--- src/rtl/spm_pkg.sv ---
// Shared constants and types for the serial port pin multiplexer
package spm_pkg;

  // ==========================================================================
  // Sizes
  localparam int SPM_PORTS  = 7;
  localparam int SPM_PINS   = 4 * SPM_PORTS;
  localparam int SPM_PDMS   = 3;
  localparam int SPM_CAMS   = 2;
  localparam int SPM_STRAPS = 6;
  localparam int SPM_PDM_W  = 12;

  // ==========================================================================
  // Pin option codes, one per port
  localparam logic [2:0] SPM_OPT_UART4   = 3'h1;
  localparam logic [2:0] SPM_OPT_SPI     = 3'h2;
  localparam logic [2:0] SPM_OPT_SIMGPIO = 3'h3;
  localparam logic [2:0] SPM_OPT_I2CUART = 3'h4;
  localparam logic [2:0] SPM_OPT_SIMI2C  = 3'h5;
  localparam logic [2:0] SPM_OPT_GPIO    = 3'h6;
  localparam logic [2:0] SPM_OPT_RST     = SPM_OPT_GPIO;

  // ==========================================================================
  // Rate-control channel sharing and time-shared I2C
  localparam int         SPM_PAIR_PRI    = 3;
  localparam int         SPM_PAIR_SEC    = 6;
  localparam logic [6:0] SPM_CRYPTO_MASK = 7'h07;
  localparam logic [6:0] SPM_TSHARE_MASK = 7'h48;

  // ==========================================================================
  // Timing: modulator tick at one quarter of the crystal rate
  localparam int         SPM_XO_DIV      = 4;
  localparam logic [1:0] SPM_DIV_LAST    = 2'(SPM_XO_DIV - 1);
  localparam logic [1:0] SPM_STRAP_WAIT  = 2'h3;

  // ==========================================================================
  // Types
  typedef struct packed {
    logic uartTx;
    logic uartRfr;
    logic spiMosi;
    logic spiMosiOe;
    logic spiMiso;
    logic spiMisoOe;
    logic spiCsN;
    logic spiCsOe;
    logic spiClk;
    logic spiClkOe;
    logic simData;
    logic simDataOe;
    logic simClk;
    logic simRstLow;
    logic sdaLow;
    logic sclLow;
  } spm_ctl_t;

  typedef struct packed {
    logic uartRx;
    logic uartCts;
    logic spiMosi;
    logic spiMiso;
    logic spiCsN;
    logic spiClk;
    logic simData;
    logic sda;
    logic scl;
  } spm_rx_t;

  typedef enum logic [2:0] {
    SPM_ST_WAIT = 3'b001,
    SPM_ST_CAPT = 3'b010,
    SPM_ST_DONE = 3'b100
  } spm_strap_t;

endpackage : spm_pkg

--- src/rtl/spm_pdm_if.sv ---
// Interface between the pin multiplexer and one pulse density modulator
`timescale 1ns/1ps
interface spm_pdm_if #(
  parameter int W = 12
);
  logic         tick;
  logic [W-1:0] level;
  logic         pdmOut;

  modport drv (output tick, output level, input pdmOut);
  modport mod (input tick, input level, output pdmOut);
endinterface : spm_pdm_if

--- src/rtl/spm_pdm.sv ---
// First-order pulse density modulator stepped by a divided clock enable
`timescale 1ns/1ps
module spm_pdm
  import spm_pkg::*;
#(
  parameter int W = SPM_PDM_W
)
(
  input  wire logic clk,
  input  wire logic rst,
  spm_pdm_if.mod    pif
);

  typedef struct packed {
    logic [W-1:0] acc;
    logic         out;
  } spm_pdm_state_t;

  spm_pdm_state_t q;
  spm_pdm_state_t d;

  // ==========================================================================
  // Accumulate level; the carry out is the density bit
  always_comb
  begin
    d = q;
    if (pif.tick)
    begin
      {d.out, d.acc} = {1'b0, q.acc} + {1'b0, pif.level};
    end
  end

  always_ff @(posedge clk)
  begin
    if (rst)
    begin
      q <= '0;
    end
    else
    begin
      q <= d;
    end
  end

  assign pif.pdmOut = q.out;

endmodule : spm_pdm

--- src/rtl/spm_serial_port_pin_mux.sv ---
// Pin multiplexer for the seven four-pin general serial ports
`timescale 1ns/1ps

// Summary of operation
// - Seven four-pin ports, each for UART, SIM card, SPI or I2C.
// - Option 1: TX bit3 out, RX bit2 in, CTS bit1 in, RFR bit0 out.
// - Option 2: SPI MOSI bit3, MISO bit2, chip select bit1, clock bit0.
// - Option 3: SIM data bit3, SIM clock bit2, SIM reset bit1, GPIO bit0.
// - Option 4: UART TX bit3, RX bit2, I2C data bit1, clock bit0.
// - Option 5: SIM data bit3, SIM clock bit2, I2C data bit1, clock bit0.
// - Option 6: all four pins are plain two-way GPIOs.
// - Each port owns a fixed group of four pads for bits 3 to 0.
// - Second-revision parts may move a port's pin functions, whatever its option, to alternate pads.
// - A shared rate-control channel serves only one client at a time.
// - SPI and mover-fed UART request the data mover; others do not.
// - Ports four and seven may time-share I2C on bits 3/2 and 1/0.
// - PDM outputs are 12-bit modulators stepped at crystal rate over 4.
// - Boot strap pads are captured once, each configuration strap kept only if fuses allow.
// - One strap pad selects boot from internal ROM.
// - One pad disables the watchdog while it is asserted.
// - Camera timer outputs run synchronously or asynchronously.
// - Extra tri-state SPI chip select pad serves ports five to seven.
module spm_serial_port_pin_mux
  import spm_pkg::*;
#(
  parameter bit REV2 = 1'b1
)
(
  input  wire logic                          clk,
  input  wire logic                          rst,
  input  wire logic                          optWrEn,
  input  wire logic [2:0]                    optWrPort,
  input  wire logic [2:0]                    optWrData,
  input  wire logic [SPM_PORTS-1:0]          moverFedUart,
  input  wire logic [SPM_PORTS-1:0]          altEn,
  input  wire logic [SPM_PORTS-1:0]          i2cUpperSel,
  input  wire spm_ctl_t [SPM_PORTS-1:0]      portCtl,
  input  wire logic [SPM_PINS-1:0]           gpioOut,
  input  wire logic [SPM_PINS-1:0]           gpioOe,
  input  wire logic [SPM_PINS-1:0]           padIn,
  input  wire logic [SPM_PINS-1:0]           altPadIn,
  input  wire logic [SPM_PDMS*SPM_PDM_W-1:0] pdmLevel,
  input  wire logic [SPM_CAMS-1:0]           camTimer,
  input  wire logic [SPM_CAMS-1:0]           camAsync,
  input  wire logic                          camSyncTick,
  input  wire logic [2:0]                    spiCsExtN,
  input  wire logic [1:0]                    csOwner,
  input  wire logic [SPM_STRAPS-1:0]         strapPad,
  input  wire logic [SPM_STRAPS-1:0]         fuseAllow,
  input  wire logic                          romBootPad,
  input  wire logic                          watchdogOffPad,
  output logic [SPM_PINS-1:0]                padOut,
  output logic [SPM_PINS-1:0]                padOe,
  output logic [SPM_PINS-1:0]                altPadOut,
  output logic [SPM_PINS-1:0]                altPadOe,
  output logic [SPM_PINS-1:0]                gpioIn,
  output spm_rx_t [SPM_PORTS-1:0]            portRx,
  output logic [3*SPM_PORTS-1:0]             optSel,
  output logic [SPM_PORTS-1:0]               moverGrant,
  output logic                               cfgConflict,
  output logic [SPM_PDMS-1:0]                pdmOut,
  output logic [SPM_CAMS-1:0]                camTimerOut,
  output logic                               csPadOut,
  output logic                               csPadOe,
  output logic [SPM_STRAPS-1:0]              bootConfig,
  output logic                               bootFromRom,
  output logic                               strapValid,
  output logic                               watchdogOff
);

  // ==========================================================================
  // State
  typedef struct packed {
    logic [SPM_PINS-1:0]       padS1;
    logic [SPM_PINS-1:0]       padS2;
    logic [SPM_PINS-1:0]       altS1;
    logic [SPM_PINS-1:0]       altS2;
    logic [SPM_STRAPS+1:0]     pinS1;
    logic [SPM_STRAPS+1:0]     pinS2;
    logic [3*SPM_PORTS-1:0]    opt;
    logic [SPM_PINS-1:0]       padOut;
    logic [SPM_PINS-1:0]       padOe;
    logic [SPM_PINS-1:0]       altOut;
    logic [SPM_PINS-1:0]       altOe;
    logic [SPM_PINS-1:0]       gpioIn;
    spm_rx_t [SPM_PORTS-1:0]   rx;
    logic [SPM_PORTS-1:0]      grant;
    logic                      conflict;
    logic [1:0]                div;
    logic                      tick;
    logic [SPM_PDMS-1:0]       pdm;
    logic [SPM_CAMS-1:0]       cam;
    logic                      csOut;
    logic                      csOe;
    spm_strap_t                st;
    logic [1:0]                settle;
    logic [SPM_STRAPS-1:0]     bootCfg;
    logic                      romBoot;
    logic                      wdogOff;
  } spm_state_t;

  spm_state_t          q;
  spm_state_t          d;
  logic [SPM_PDMS-1:0] pdmRaw;

  // ==========================================================================
  // Pin mapping of one port: returns {out[3:0], oe[3:0]}
  function automatic logic [7:0] spm_port_mux(
    input logic [2:0] opt,
    input spm_ctl_t   c,
    input logic [3:0] go,
    input logic [3:0] ge,
    input logic       upper
  );
    logic [3:0] o;
    logic [3:0] e;
    o = go;
    e = ge;
    case (opt)
      SPM_OPT_UART4:
      begin
        o = {c.uartTx, 1'b0, 1'b0, c.uartRfr};
        e = 4'b1001;
      end
      SPM_OPT_SPI:
      begin
        o = {c.spiMosi, c.spiMiso, c.spiCsN, c.spiClk};
        e = {c.spiMosiOe, c.spiMisoOe, c.spiCsOe, c.spiClkOe};
      end
      SPM_OPT_SIMGPIO:
      begin
        o = {c.simData, c.simClk, c.simRstLow, go[0]};
        e = {c.simDataOe, 1'b1, 1'b1, ge[0]};
      end
      SPM_OPT_I2CUART:
      begin
        // Open-drain I2C: the pin is driven only while pulled low
        if (upper)
        begin
          o = 4'h0;
          e = {c.sdaLow, c.sclLow, 2'b00};
        end
        else
        begin
          o = {c.uartTx, 3'h0};
          e = {1'b1, 1'b0, c.sdaLow, c.sclLow};
        end
      end
      SPM_OPT_SIMI2C:
      begin
        o = {c.simData, c.simClk, 2'b00};
        e = {c.simDataOe, 1'b1, c.sdaLow, c.sclLow};
      end
      default:
      begin
        o = go;
        e = ge;
      end
    endcase
    return {o, e};
  endfunction : spm_port_mux

  // ==========================================================================
  // Receive routing of one port; unused inputs idle high
  function automatic spm_rx_t spm_port_rx(
    input logic [2:0] opt,
    input logic [3:0] p,
    input logic       upper
  );
    spm_rx_t r;
    r = '1;
    case (opt)
      SPM_OPT_UART4:
      begin
        r.uartRx  = p[2];
        r.uartCts = p[1];
      end
      SPM_OPT_SPI:
      begin
        r.spiMosi = p[3];
        r.spiMiso = p[2];
        r.spiCsN  = p[1];
        r.spiClk  = p[0];
      end
      SPM_OPT_SIMGPIO:
      begin
        r.simData = p[3];
      end
      SPM_OPT_I2CUART:
      begin
        r.uartRx = upper ? 1'b1 : p[2];
        r.sda    = upper ? p[3] : p[1];
        r.scl    = upper ? p[2] : p[0];
      end
      SPM_OPT_SIMI2C:
      begin
        r.simData = p[3];
        r.sda     = p[1];
        r.scl     = p[0];
      end
      default:
      begin
        r = '1;
      end
    endcase
    return r;
  endfunction : spm_port_rx

  function automatic logic spm_wants_mover(
    input logic [2:0] opt,
    input logic       fed
  );
    return (opt == SPM_OPT_SPI) || (fed && ((opt == SPM_OPT_UART4) ||
           (opt == SPM_OPT_I2CUART)));
  endfunction : spm_wants_mover

  // ==========================================================================
  // Modulators
  for (genvar g = 0; g < SPM_PDMS; g++)
  begin : g_pdm
    spm_pdm_if #(.W(SPM_PDM_W)) pif ();
    assign pif.tick  = q.tick;
    assign pif.level = pdmLevel[g*SPM_PDM_W +: SPM_PDM_W];
    assign pdmRaw[g] = pif.pdmOut;
    spm_pdm #(.W(SPM_PDM_W)) u_pdm (
      .clk (clk),
      .rst (rst),
      .pif (pif.mod)
    );
  end

  // ==========================================================================
  // Next state
  always_comb
  begin
    logic [7:0]       m;
    logic [2:0]       o;
    logic [3:0]       pins;
    logic             useAlt;
    logic             up;
    logic [SPM_PORTS-1:0] req;
    m      = '0;
    o      = '0;
    pins   = '0;
    useAlt = 1'b0;
    up     = 1'b0;
    req    = '0;
    d      = q;
    // Pads come from outside the clock domain
    d.padS1 = padIn;
    d.padS2 = q.padS1;
    d.altS1 = altPadIn;
    d.altS2 = q.altS1;
    d.pinS1 = {watchdogOffPad, romBootPad, strapPad};
    d.pinS2 = q.pinS1;
    d.gpioIn = q.padS2;
    // Invalid option codes are dropped so a port never floats undefined
    if (optWrEn && (optWrPort < 3'(SPM_PORTS)) &&
        (optWrData >= SPM_OPT_UART4) && (optWrData <= SPM_OPT_GPIO))
    begin
      d.opt[optWrPort*3 +: 3] = optWrData;
    end
    for (int p = 0; p < SPM_PORTS; p++)
    begin
      o      = q.opt[p*3 +: 3];
      useAlt = REV2 && altEn[p];
      up     = SPM_TSHARE_MASK[p] && i2cUpperSel[p];
      m = spm_port_mux(o, portCtl[p], gpioOut[p*4 +: 4],
                       gpioOe[p*4 +: 4], up);
      d.altOut[p*4 +: 4] = useAlt ? m[7:4] : 4'h0;
      d.altOe[p*4 +: 4]  = useAlt ? m[3:0] : 4'h0;
      d.padOut[p*4 +: 4] = useAlt ? gpioOut[p*4 +: 4] : m[7:4];
      d.padOe[p*4 +: 4]  = useAlt ? gpioOe[p*4 +: 4] : m[3:0];
      pins = useAlt ? q.altS2[p*4 +: 4] : q.padS2[p*4 +: 4];
      d.rx[p] = spm_port_rx(o, pins, up);
      req[p] = spm_wants_mover(o, moverFedUart[p]);
    end
    // Ports one to three stay off the mover, reserved for the crypto engine
    d.grant = req & ~SPM_CRYPTO_MASK;
    d.conflict = |(req & SPM_CRYPTO_MASK);
    if (req[SPM_PAIR_PRI] && req[SPM_PAIR_SEC])
    begin
      d.grant[SPM_PAIR_SEC] = 1'b0;
      d.conflict = 1'b1;
    end
    // Crystal over four enable
    d.div  = (q.div == SPM_DIV_LAST) ? 2'h0 : q.div + 2'h1;
    d.tick = (q.div == SPM_DIV_LAST);
    d.pdm  = pdmRaw;
    for (int t = 0; t < SPM_CAMS; t++)
    begin
      if (camAsync[t] || camSyncTick)
      begin
        d.cam[t] = camTimer[t];
      end
    end
    // Shared chip select is released unless its owner runs SPI
    if (csOwner < 2'h3)
    begin
      d.csOut = spiCsExtN[csOwner];
      d.csOe  = (q.opt[(4 + 32'(csOwner))*3 +: 3] == SPM_OPT_SPI);
    end
    else
    begin
      d.csOut = 1'b1;
      d.csOe  = 1'b0;
    end
    d.wdogOff = q.pinS2[SPM_STRAPS+1];
    // Straps settle through the synchroniser, then are caught once
    case (q.st)
      SPM_ST_WAIT:
      begin
        d.settle = q.settle + 2'h1;
        if (q.settle == SPM_STRAP_WAIT)
        begin
          d.st = SPM_ST_CAPT;
        end
      end
      SPM_ST_CAPT:
      begin
        d.bootCfg = q.pinS2[SPM_STRAPS-1:0] & fuseAllow;
        d.romBoot = q.pinS2[SPM_STRAPS];
        d.st      = SPM_ST_DONE;
      end
      SPM_ST_DONE:
      begin
        d.st = SPM_ST_DONE;
      end
      default:
      begin
        d.st = SPM_ST_WAIT;
      end
    endcase
  end

  always_ff @(posedge clk)
  begin
    if (rst)
    begin
      q     <= '0;
      q.opt <= {SPM_PORTS{SPM_OPT_RST}};
      q.st  <= SPM_ST_WAIT;
      q.rx  <= '1;
    end
    else
    begin
      q <= d;
    end
  end

  // ==========================================================================
  // Outputs
  assign padOut      = q.padOut;
  assign padOe       = q.padOe;
  assign altPadOut   = q.altOut;
  assign altPadOe    = q.altOe;
  assign gpioIn      = q.gpioIn;
  assign portRx      = q.rx;
  assign optSel      = q.opt;
  assign moverGrant  = q.grant;
  assign cfgConflict = q.conflict;
  assign pdmOut      = q.pdm;
  assign camTimerOut = q.cam;
  assign csPadOut    = q.csOut;
  assign csPadOe     = q.csOe;
  assign bootConfig  = q.bootCfg;
  assign bootFromRom = q.romBoot;
  assign strapValid  = q.st[2];
  assign watchdogOff = q.wdogOff;
endmodule : spm_serial_port_pin_mux

--- config.mk ---
export PLATFORM = sky130hd
export DESIGN_NAME = spm_serial_port_pin_mux
export DESIGN_NICKNAME = d
export VERILOG_FILES = /design/src/rtl/spm_pkg.sv /design/src/rtl/spm_pdm_if.sv /design/src/rtl/spm_pdm.sv /design/src/rtl/spm_serial_port_pin_mux.sv
export SDC_FILE = /design/constraint.sdc
export NUM_CORES = 1
export LEC_CHECK = 0
export BUFFER_PORTS_ARGS = -buffer_cell sky130_fd_sc_hd__buf_2
export CORE_AREA = 2 2 218 220
export DETAILED_ROUTE_END_ITERATION = 8
export DIE_AREA = 0 0 220 222
export PLACE_DENSITY = 0.65
export SLEW_MARGIN = 20
export SYNTH_ARGS = -nofsm -noshare
export SYNTH_HDL_FRONTEND = slang
export SYNTH_SLANG_ARGS = --single-unit
--- constraint.sdc ---
create_clock -name clk -period 2.5 [get_ports clk]
set_input_delay 0.375 -clock clk [delete_from_list [all_inputs] [get_ports clk]]
set_output_delay 0.375 -clock clk [all_outputs]
set_load 0.05 [all_outputs]
Yosys cells after proc, flatten, opt, wreduce, memory -nomap -nowiden
Cells that the tools add are included.

Flip-flop bits (word level): 422. Input port bits: 314. Output and inout bits: 248. Word-level logic and storage cells: 351.

Add/subtract/negate cells: 7. $mul: 2. $lt $le $gt $ge: 5. Eq/ne operators: 42. Shift operators: 3. Multiplexer cells: 56. Bitwise logic cells: 40. Reduce and logical (&&, ||, !) cells: 87.

Operators by type and width (number): 4-bit case mux with 5 select lines (14); 2-bit OR reduction (59); 4-bit two-way mux (25); 3-bit by 2-bit equality test with 1-bit output (second input constant) (16); 3-bit equality test (second input constant) (15); 12-bit by 12-bit adder with 13-bit output (3); 1-bit NOT (39); 5-bit negator with 34-bit output (1); 3-bit by 34-bit variable shift with 21-bit output (first input constant) (1); 3-bit by 34-bit indexed part select with 21-bit output (1); 3-bit by 1-bit equality test with 1-bit output (second input constant) (8); 21-bit bitwise mux (1); 21-bit by 7-bit indexed part select with 3-bit output (1); 1-bit logical OR (16); 1-bit logical AND (11); 1-bit two-way mux (8); 2-bit case mux with 2 select lines (2); 6-bit bitwise AND (1); 4-bit by 2-bit multiplier with 6-bit output (second input constant) (1); 3-bit case mux with 2 select lines (1); 3-bit by 2-bit multiplier with 5-bit output (second input constant) (1); 2-bit by 1-bit adder with 2-bit output (second input constant) (2); 3-bit by 2-bit adder with 4-bit output (first input constant) (1); 2-bit equality test (second input constant) (2); 11 further kinds (12).

Depth between registers and ports, before layout
Gate-level depths: netlist of the first run.

Depth after elaboration: 6. Mapped depth: 9.

Cells and area by module
From an unflattened synthesis of the first run, not the netlist that was laid out.

Cell total of the unflattened synthesis: 2042. Area total of the unflattened synthesis: 18910.6 µm².

Modules (own cells, without submodules): spm_serial_port_pin_mux (instances 1, cells each 1688, area an instance 15896.5 µm², sequential area each 7607.3 µm²); spm_pdm (instances 3, cells each 118, area an instance 1004.7 µm², sequential area each 260.2 µm²).

Worst setup path before layout of the first run
No wires, ideal clock.

Kind: input to register. From: in pdmLevel[12]. To: reg g_pdm[1].u_pdm.q[11] (netlist name). Setup time: 0.063 ns. Arrival: 2.153 ns. Required time: 2.437 ns. Setup slack: 0.285 ns. Cell stages on the path: 7. Buffers on the path: 0. Cells stage by stage: ha_1 fa_1 a21o_1 a221oi_2 o211ai_2 a2111oi_2 nand3b_1.

Longest elaborated chain between the ends: 1.

RTL lines: start: declaration (RTL line spm_serial_port_pin_mux.sv:42) `input wire logic [SPM_PDMS*SPM_PDM_W-1:0] pdmLevel,`; 12-bit by 12-bit adder with 13-bit output (RTL line spm_pdm.sv:29) `{d.out, d.acc} = {1'b0, q.acc} + {1'b0, pif.level};`; end signal: assignment (RTL line spm_pdm.sv:37) `q <= '0;`; end signal: assignment (RTL line spm_pdm.sv:41) `q <= d;`; end: declaration (RTL line spm_pdm.sv:19) `spm_pdm_state_t q;`.

Every way passes these cells. A chain may end at the register's enable or synchronous reset.

Worst setup path in the final report of the first run
From: reg g_pdm[1].u_pdm.q[1] (netlist name). To: reg g_pdm[1].u_pdm.q[11] (netlist name).

Longest elaborated chain between the ends: 1.

RTL lines (RTL line): 12-bit by 12-bit adder with 13-bit output (spm_pdm.sv:29).

Every way passes these cells.

==> results of run 1 <==
## sequential cells by signal, indices dropped and copies added, names as in the netlist
name / flops
altPadOe: 28
altPadOut: 28
bootConfig: 6
bootFromRom: 1
camTimerOut: 2
cfgConflict: 1
csPadOe: 1
csPadOut: 1
d: 93
g_pdm.pif.tick: 1
g_pdm.u_pdm.pif.pdmOut: 3
g_pdm.u_pdm.q: 36
gpioIn: 28
moverGrant: 4
optSel: 21
padOe: 28
padOut: 28
pdmOut: 3
portRx: 63
q: 41
strapValid: 1
watchdogOff: 1
## synth_stat cells (13+ instances only)
library cell	number	share of area, %
a21o_1	24	0.96
o21a_1	18	0.72
buf_4	242	9.6
a211oi_1	58	2.3
mux2i_1	73	3.9
nor3_1	13	0.34
nor3b_1	20	0.80
buf_2	35	0.93
a31oi_1	13	0.43
inv_1	41	0.82
dfxtp_1	419	44
a21oi_1	93	2.5
clkbuf_1	57	1.1
nand2_1	134	2.7
nand2b_1	22	0.73
and3_1	13	0.43
ha_1	47	3.1
nand3_1	38	1.0
nor2_1	186	3.7
and2_1	17	0.56
o21ai_0	55	1.5
nor2b_1	202	6.7
## logic make-up after synthesis
group           Yosys count  share of synthesized area [%]
xor+xnor                 20                         0.9285
buf+inv                 386                          12.73
compound gates          383                          14.07
other cells               1                        0.01988
simple gates            704                          19.41
fa+ha+maj                50                          3.435
flops                   419                          44.46
mux                      88                          4.948
## through the flow
stage / setup WS, ps / cell area [um2]
floorplan: 284.7 / 18870
global placement: -1.091 / 20530
detailed placement: -23.49 / 20530
CTS: 148.9 / 22420
global route: 103.2 / 22450
finish: 237.0 / 22450
## worst max-delay path, stage by stage, from the launching register on
cell	delay [ps]
dfxtp_1	310
ha_1	210
fa_1	430
a21o_1	200
a221oi_2	230
buf_4	170
o211ai_2	130
a2111oi_2	370
nand3b_1	150
## final cells by class
class | count | area [um2] | share of cell area [%]
inverters | 42 | 157.7 | 0.7022
clock buffers | 68 | 1408 | 6.270
clock inverters | 11 | 187.7 | 0.8359
repair buffers | 626 | 3438 | 15.31
multi-input cells | 1248 | 8088 | 36.02
flip-flops and latches | 419 | 8388 | 37.36
diodes | 10 | 25.02 | 0.1115
well taps | 607 | 759.5 | 3.383
## worst min path at each step
stage | cells after the start | slack [ps] | to
after floorplan | 1 | 400 | q[21]
after global placement | 1 | 410 | q[21]
after global routing | 2 | 20 | d[349]
after CTS | 2 | 1 | d[262]
after detailed placement | 1 | 420 | q[290]
final | 2 | 30 | d[282]
## power groups by stage
stage,Clock (mW),Sequential [mW],Combinational (mW)
global route,7.54,7.06,2.18
CTS,7.29,7.04,2.02
floorplan,0,7.17,1.49
global placement,0,7.18,1.95
finish,7.12,7.04,2.02
detailed placement,0,7.18,1.98
## metal layers
metal  GRT usage [%]  wire [um]  vias to the layer above
li1                -          -                     7451
met2           36.60      26140                      582
met4           8.725       1952                       18
met3           6.667       4966                      138
met5               0        118                        -
met1           25.60      22450                     7273
## what timing repair did
action | 4_1_cts | 5_1_grt
hold buffers | 30 | 0
endpoints found under the hold margin | 30 | 0
setup buffers | 0 | 0
resized for setup | 0 | 1
endpoints found under the setup margin | 0 | 1
==> results.yml, run 1 <==
run_status:
  outcome: "complete, no violations"
synth:
  syn_area_mm2: 0.01887
  async_flop_share_pct: 0
  synth.distinct_cells: 82
  synth-edff-count: 0
  yosys_most_used_dff: "dfxtp_1"
  ys_warn_count: 0
  synth_seq_area_share_pct: 44.46
  syn_inst: 2051
  ys_ff_latch: 419
  synth_area_per_cell_um2: 9.198
power:
  powerDensity_mw_per_mm2: 720.4
  intPower_mw: 12.05
  leakage_nw: 10.07
  finalPower_mw: 16.17
  pwr-share-seq_pct: 43.5
  p_clk_share_pct: 44.0
  p_sw_mw: 4.126
  swShare_pct: 25.51
  combPwrFrac_pct: 12.5
  ir_worst_vdd_uv: 575.5
floorplan:
  die-area_mm2: 0.04884
  ioPinCount: 562
  die_h_um: 222
  coreArea_mm2: 0.04626
  fp.dieW_um: 220
  initial_core_util_pct: 40.78
  rows: 79
critical_path:
  end_kind: "flip-flop"
  cp-startpoint: "g_pdm[1].u_pdm.q[1]"
  critPathLaunchType: "flip-flop"
  reg2reg_to: "g_pdm[1].u_pdm.q[11]"
  worstPathMaxFanout: 4
  required_ps: 3000
  arrival_ps: 2760
  ff2ff_setup_slack_ps: 240
  r2r_cells: 8
  crit_end: "g_pdm[1].u_pdm.q[11]"
  criticalPathCategory: "reg2reg"
  crit-reg2reg-launch: "g_pdm[1].u_pdm.q[1]"
sta:
  min_period_over_period_pct: 90.52
  period_needed_ps: 2263
  setup_viol: 0
  tightest_slew_ps: 642.3
  maxSlewHeadroom_pct: 56.92
  finClkSkew_ps: 21.92
  finalMaxSlewViolations: 0
  whs_ps: 33.83
  fin_setup_tns_ps: 0
  hold_viol: 0
  fmax_mhz: 441.9
  rsz0062_at_grt: "no"
final_layout:
  layout_common_cells: "552 x buf_2, 419 x dfxtp_1, 202 x nor2b_1"
  fin_util_pct: 48.53
  layout.nets: 2747
  fillers: 4408
  layout-drive-gt1-share_pct: 29.91
  fin_cells: 3031
  mostFrequentLayoutCell: "buf_2"
  syn_to_final_growth_pct: 19.01
global_route:
  grt_pass1_wl_um: 82710
  grt_pass1_vias: 14910
  grt_max_degree: 64
  grt_usage_pct: 21.74
  overflow: 0
  grt_antenna_before_repair: 19
drt:
  ant_nets: 0
  wl_per_cell_um: 18.35
  num_vias: 15460
  viasPerCell: 5.101
  post-route-drc-count: 0
  dr.first_iter.drc_count: 1026
  firstDrtPassIters: 5
  drt_wl_total_um: 55630
clocking:
  cts.clk_slew.worst_paths_ps: 60
  clock_latency_ps: 570
  cts_buffers: 46
  cts_buffer_depth: 3
  htreeDepth: 2
  cts_num_sinks: 419
  clockRootBuffer: "clkbuf_16"
  cts_tree: "done"
placement:
  portBuffers: 553
  gp_congestion: 0.9567
  dpl.hpwl_um: 42140
  dpl.cell_count: 2912
hold_path:
  hold_class: "in2reg"
  holdCritStartpoint: "altPadIn[11]"
job:
  cap_violations: 0
Power figures use the tool's default switching activity.
==> run 2: changes to the inputs <==
- CORE_AREA: 2 2 218 220 -> 2 2 216 218
- DIE_AREA: 0 0 220 222 -> 0 0 218 220
- PLACE_DENSITY: 0.65 -> 0.66
==> results.yml, run 2 (synthesized netlist as in run 1, its figures left out) <==
run_status:
  outcome: "complete, no violations"
critical_path:
  crit_slowest_cell: "fa_1"
  criticalPathCategory: "reg2reg"
  slowest_delay_ps: 440
  required_ps: 3010
  end_kind: "flip-flop"
  worstPathMaxFanout: 3
  critPathLaunchType: "flip-flop"
  arrival_ps: 2880
  crit_chain: "ha_1 > fa_1 > a21o_1 > a211oi_1 > o21ai_0 > a2111o_1 > nand3_1"
clocking:
  cts_buffers: 46
  cts_tree: "done"
  htreeDepth: 2
  cts_num_sinks: 419
  cts.clk_slew.worst_paths_ps: 60
  clockRootBuffer: "clkbuf_16"
  clock_latency_ps: 560
  cts_buffer_depth: 3
  cts_resized: 0
floorplan:
  fp.dieW_um: 218
  ioPinCount: 562
  coreArea_mm2: 0.04586
  die_h_um: 220
  rows: 79
  die-area_mm2: 0.04796
  initial_core_util_pct: 41.13
final_layout:
  fin_util_pct: 48.85
  fin_cells: 3033
  regArea_mm2: 0.008388
  fillers: 4413
  layout.nets: 2745
  multi_input_area_mm2: 0.008083
  mostFrequentLayoutCell: "buf_2"
  layout_common_cells: "552 x buf_2, 419 x dfxtp_1, 202 x nor2b_1"
  syn_to_final_growth_pct: 18.76
  largest_reg_flops: 93
  layout-drive-gt1-share_pct: 29.99
sta:
  maxSlewHeadroom_pct: 58.70
  setup_viol: 0
  min_period_over_period_pct: 94.67
  fin_setup_tns_ps: 0
  finalMaxSlewViolations: 0
  finClkSkew_ps: 9.390
  period_needed_ps: 2367
  fmax_mhz: 422.5
  hold_viol: 0
  rsz0062_at_grt: "no"
  tightest_slew_ps: 614.0
  layout_setup_ws_ps: 133.2
global_route:
  grt_pass1_wl_um: 81280
  grt_antenna_before_repair: 17
  overflow: 0
  grt_pass1_vias: 14510
  grt_usage_pct: 21.74
  grt_max_degree: 57
drt:
  dr.first_iter.drc_count: 929
  firstDrtPassIters: 5
  drt_wl_total_um: 54600
  ant_nets: 0
  wl_per_cell_um: 18.00
  post-route-drc-count: 0
  viasPerCell: 5.045
  num_vias: 15300
power:
  ir_worst_vdd_uv: 508.7
  leakage_nw: 10.05
  powerDensity_mw_per_mm2: 718.0
placement:
  dpl.cell_count: 2912
  gp_congestion: 0.9003
  dpl.hpwl_um: 41440
  dp_slack_ps: 4.687
  portBuffers: 553
hold_path:
  hold_class: "in2reg"
job:
  cap_violations: 0
[run 2: changes by cell type in the layout (fill, tap and decap cells not counted), moves of 2 or more]
cell | previous run | this run
clkinvlp_4 | 0 | 2
clkinv_2 | 4 | 8
diode_2 | 10 | 12
dlygate4sd3_1 | 30 | 28
clkbuf_8 | 11 | 7
[run 2: layout make-up]
class | instances | share of cell area, %
Antenna cell | 12 | 0.1340
Clock inverter | 18 | 1.033
Timing Repair Buffer | 624 | 15.20
Sequential cell | 419 | 37.44
Clock buffer | 63 | 6.020
Multi-Input combinational cell | 1248 | 36.08
Inverter | 42 | 0.7037
Tap cell | 607 | 3.390
[run 2: final timing paths]
check | from | end | slack, ps | cells past startpoint
worst max-delay path | g_pdm[0].u_pdm.q[1] | g_pdm[0].u_pdm.q[11] | 130 | 7
worst min-delay path | padIn[14] | d[341] | 30 | 2
worst max register to register | g_pdm[0].u_pdm.q[1] | g_pdm[0].u_pdm.q[11] | 130 | 7
worst min register to register | d[327] | d[94] | 430 | 1
[run 2: timing repair]
item,CTS,global route
setup buffers,0,0
hold buffers,28,0
hold endpoints to repair,28,0
[run 2: report_power, final]
group          total [mW]  internal, mW  switching (mW)
sequential           7.04          6.95          0.0907
clock                7.03          4.29            2.75
combinational        2.01         0.709            1.31
[run 2: per-stage QoR]
stage	hold WS (ps)	total power, mW	instance area (um2)
final	31.21	16.09	22400
after global routing	4.337	16.69	22390
after CTS	0.8344	16.28	22370
after detailed placement	419.7	9.159	20510
after global placement	412.8	9.125	20510
after floorplan	404.3	8.659	18870
[run 2: layer usage]
metal	part of all wire (%)	up-vias	wire length, um	global-route usage (%)
li1	-	7462	-	-
met1	41	7111	22210	26.40
met2	47	578	25570	35.64
met3	8.8	139	4821	6.832
met4	3.5	10	1937	8.934
met5	0.12	-	65	0
[run 2: worst max-delay path: cells and delay by family, from the launching register on]
family	cells	cell delay [ps]
AO/OA/AOI/OAI	4	1270
AND/OR/NAND/NOR	1	70
flip-flops	1	310
adder cells (fa/ha/maj)	2	650
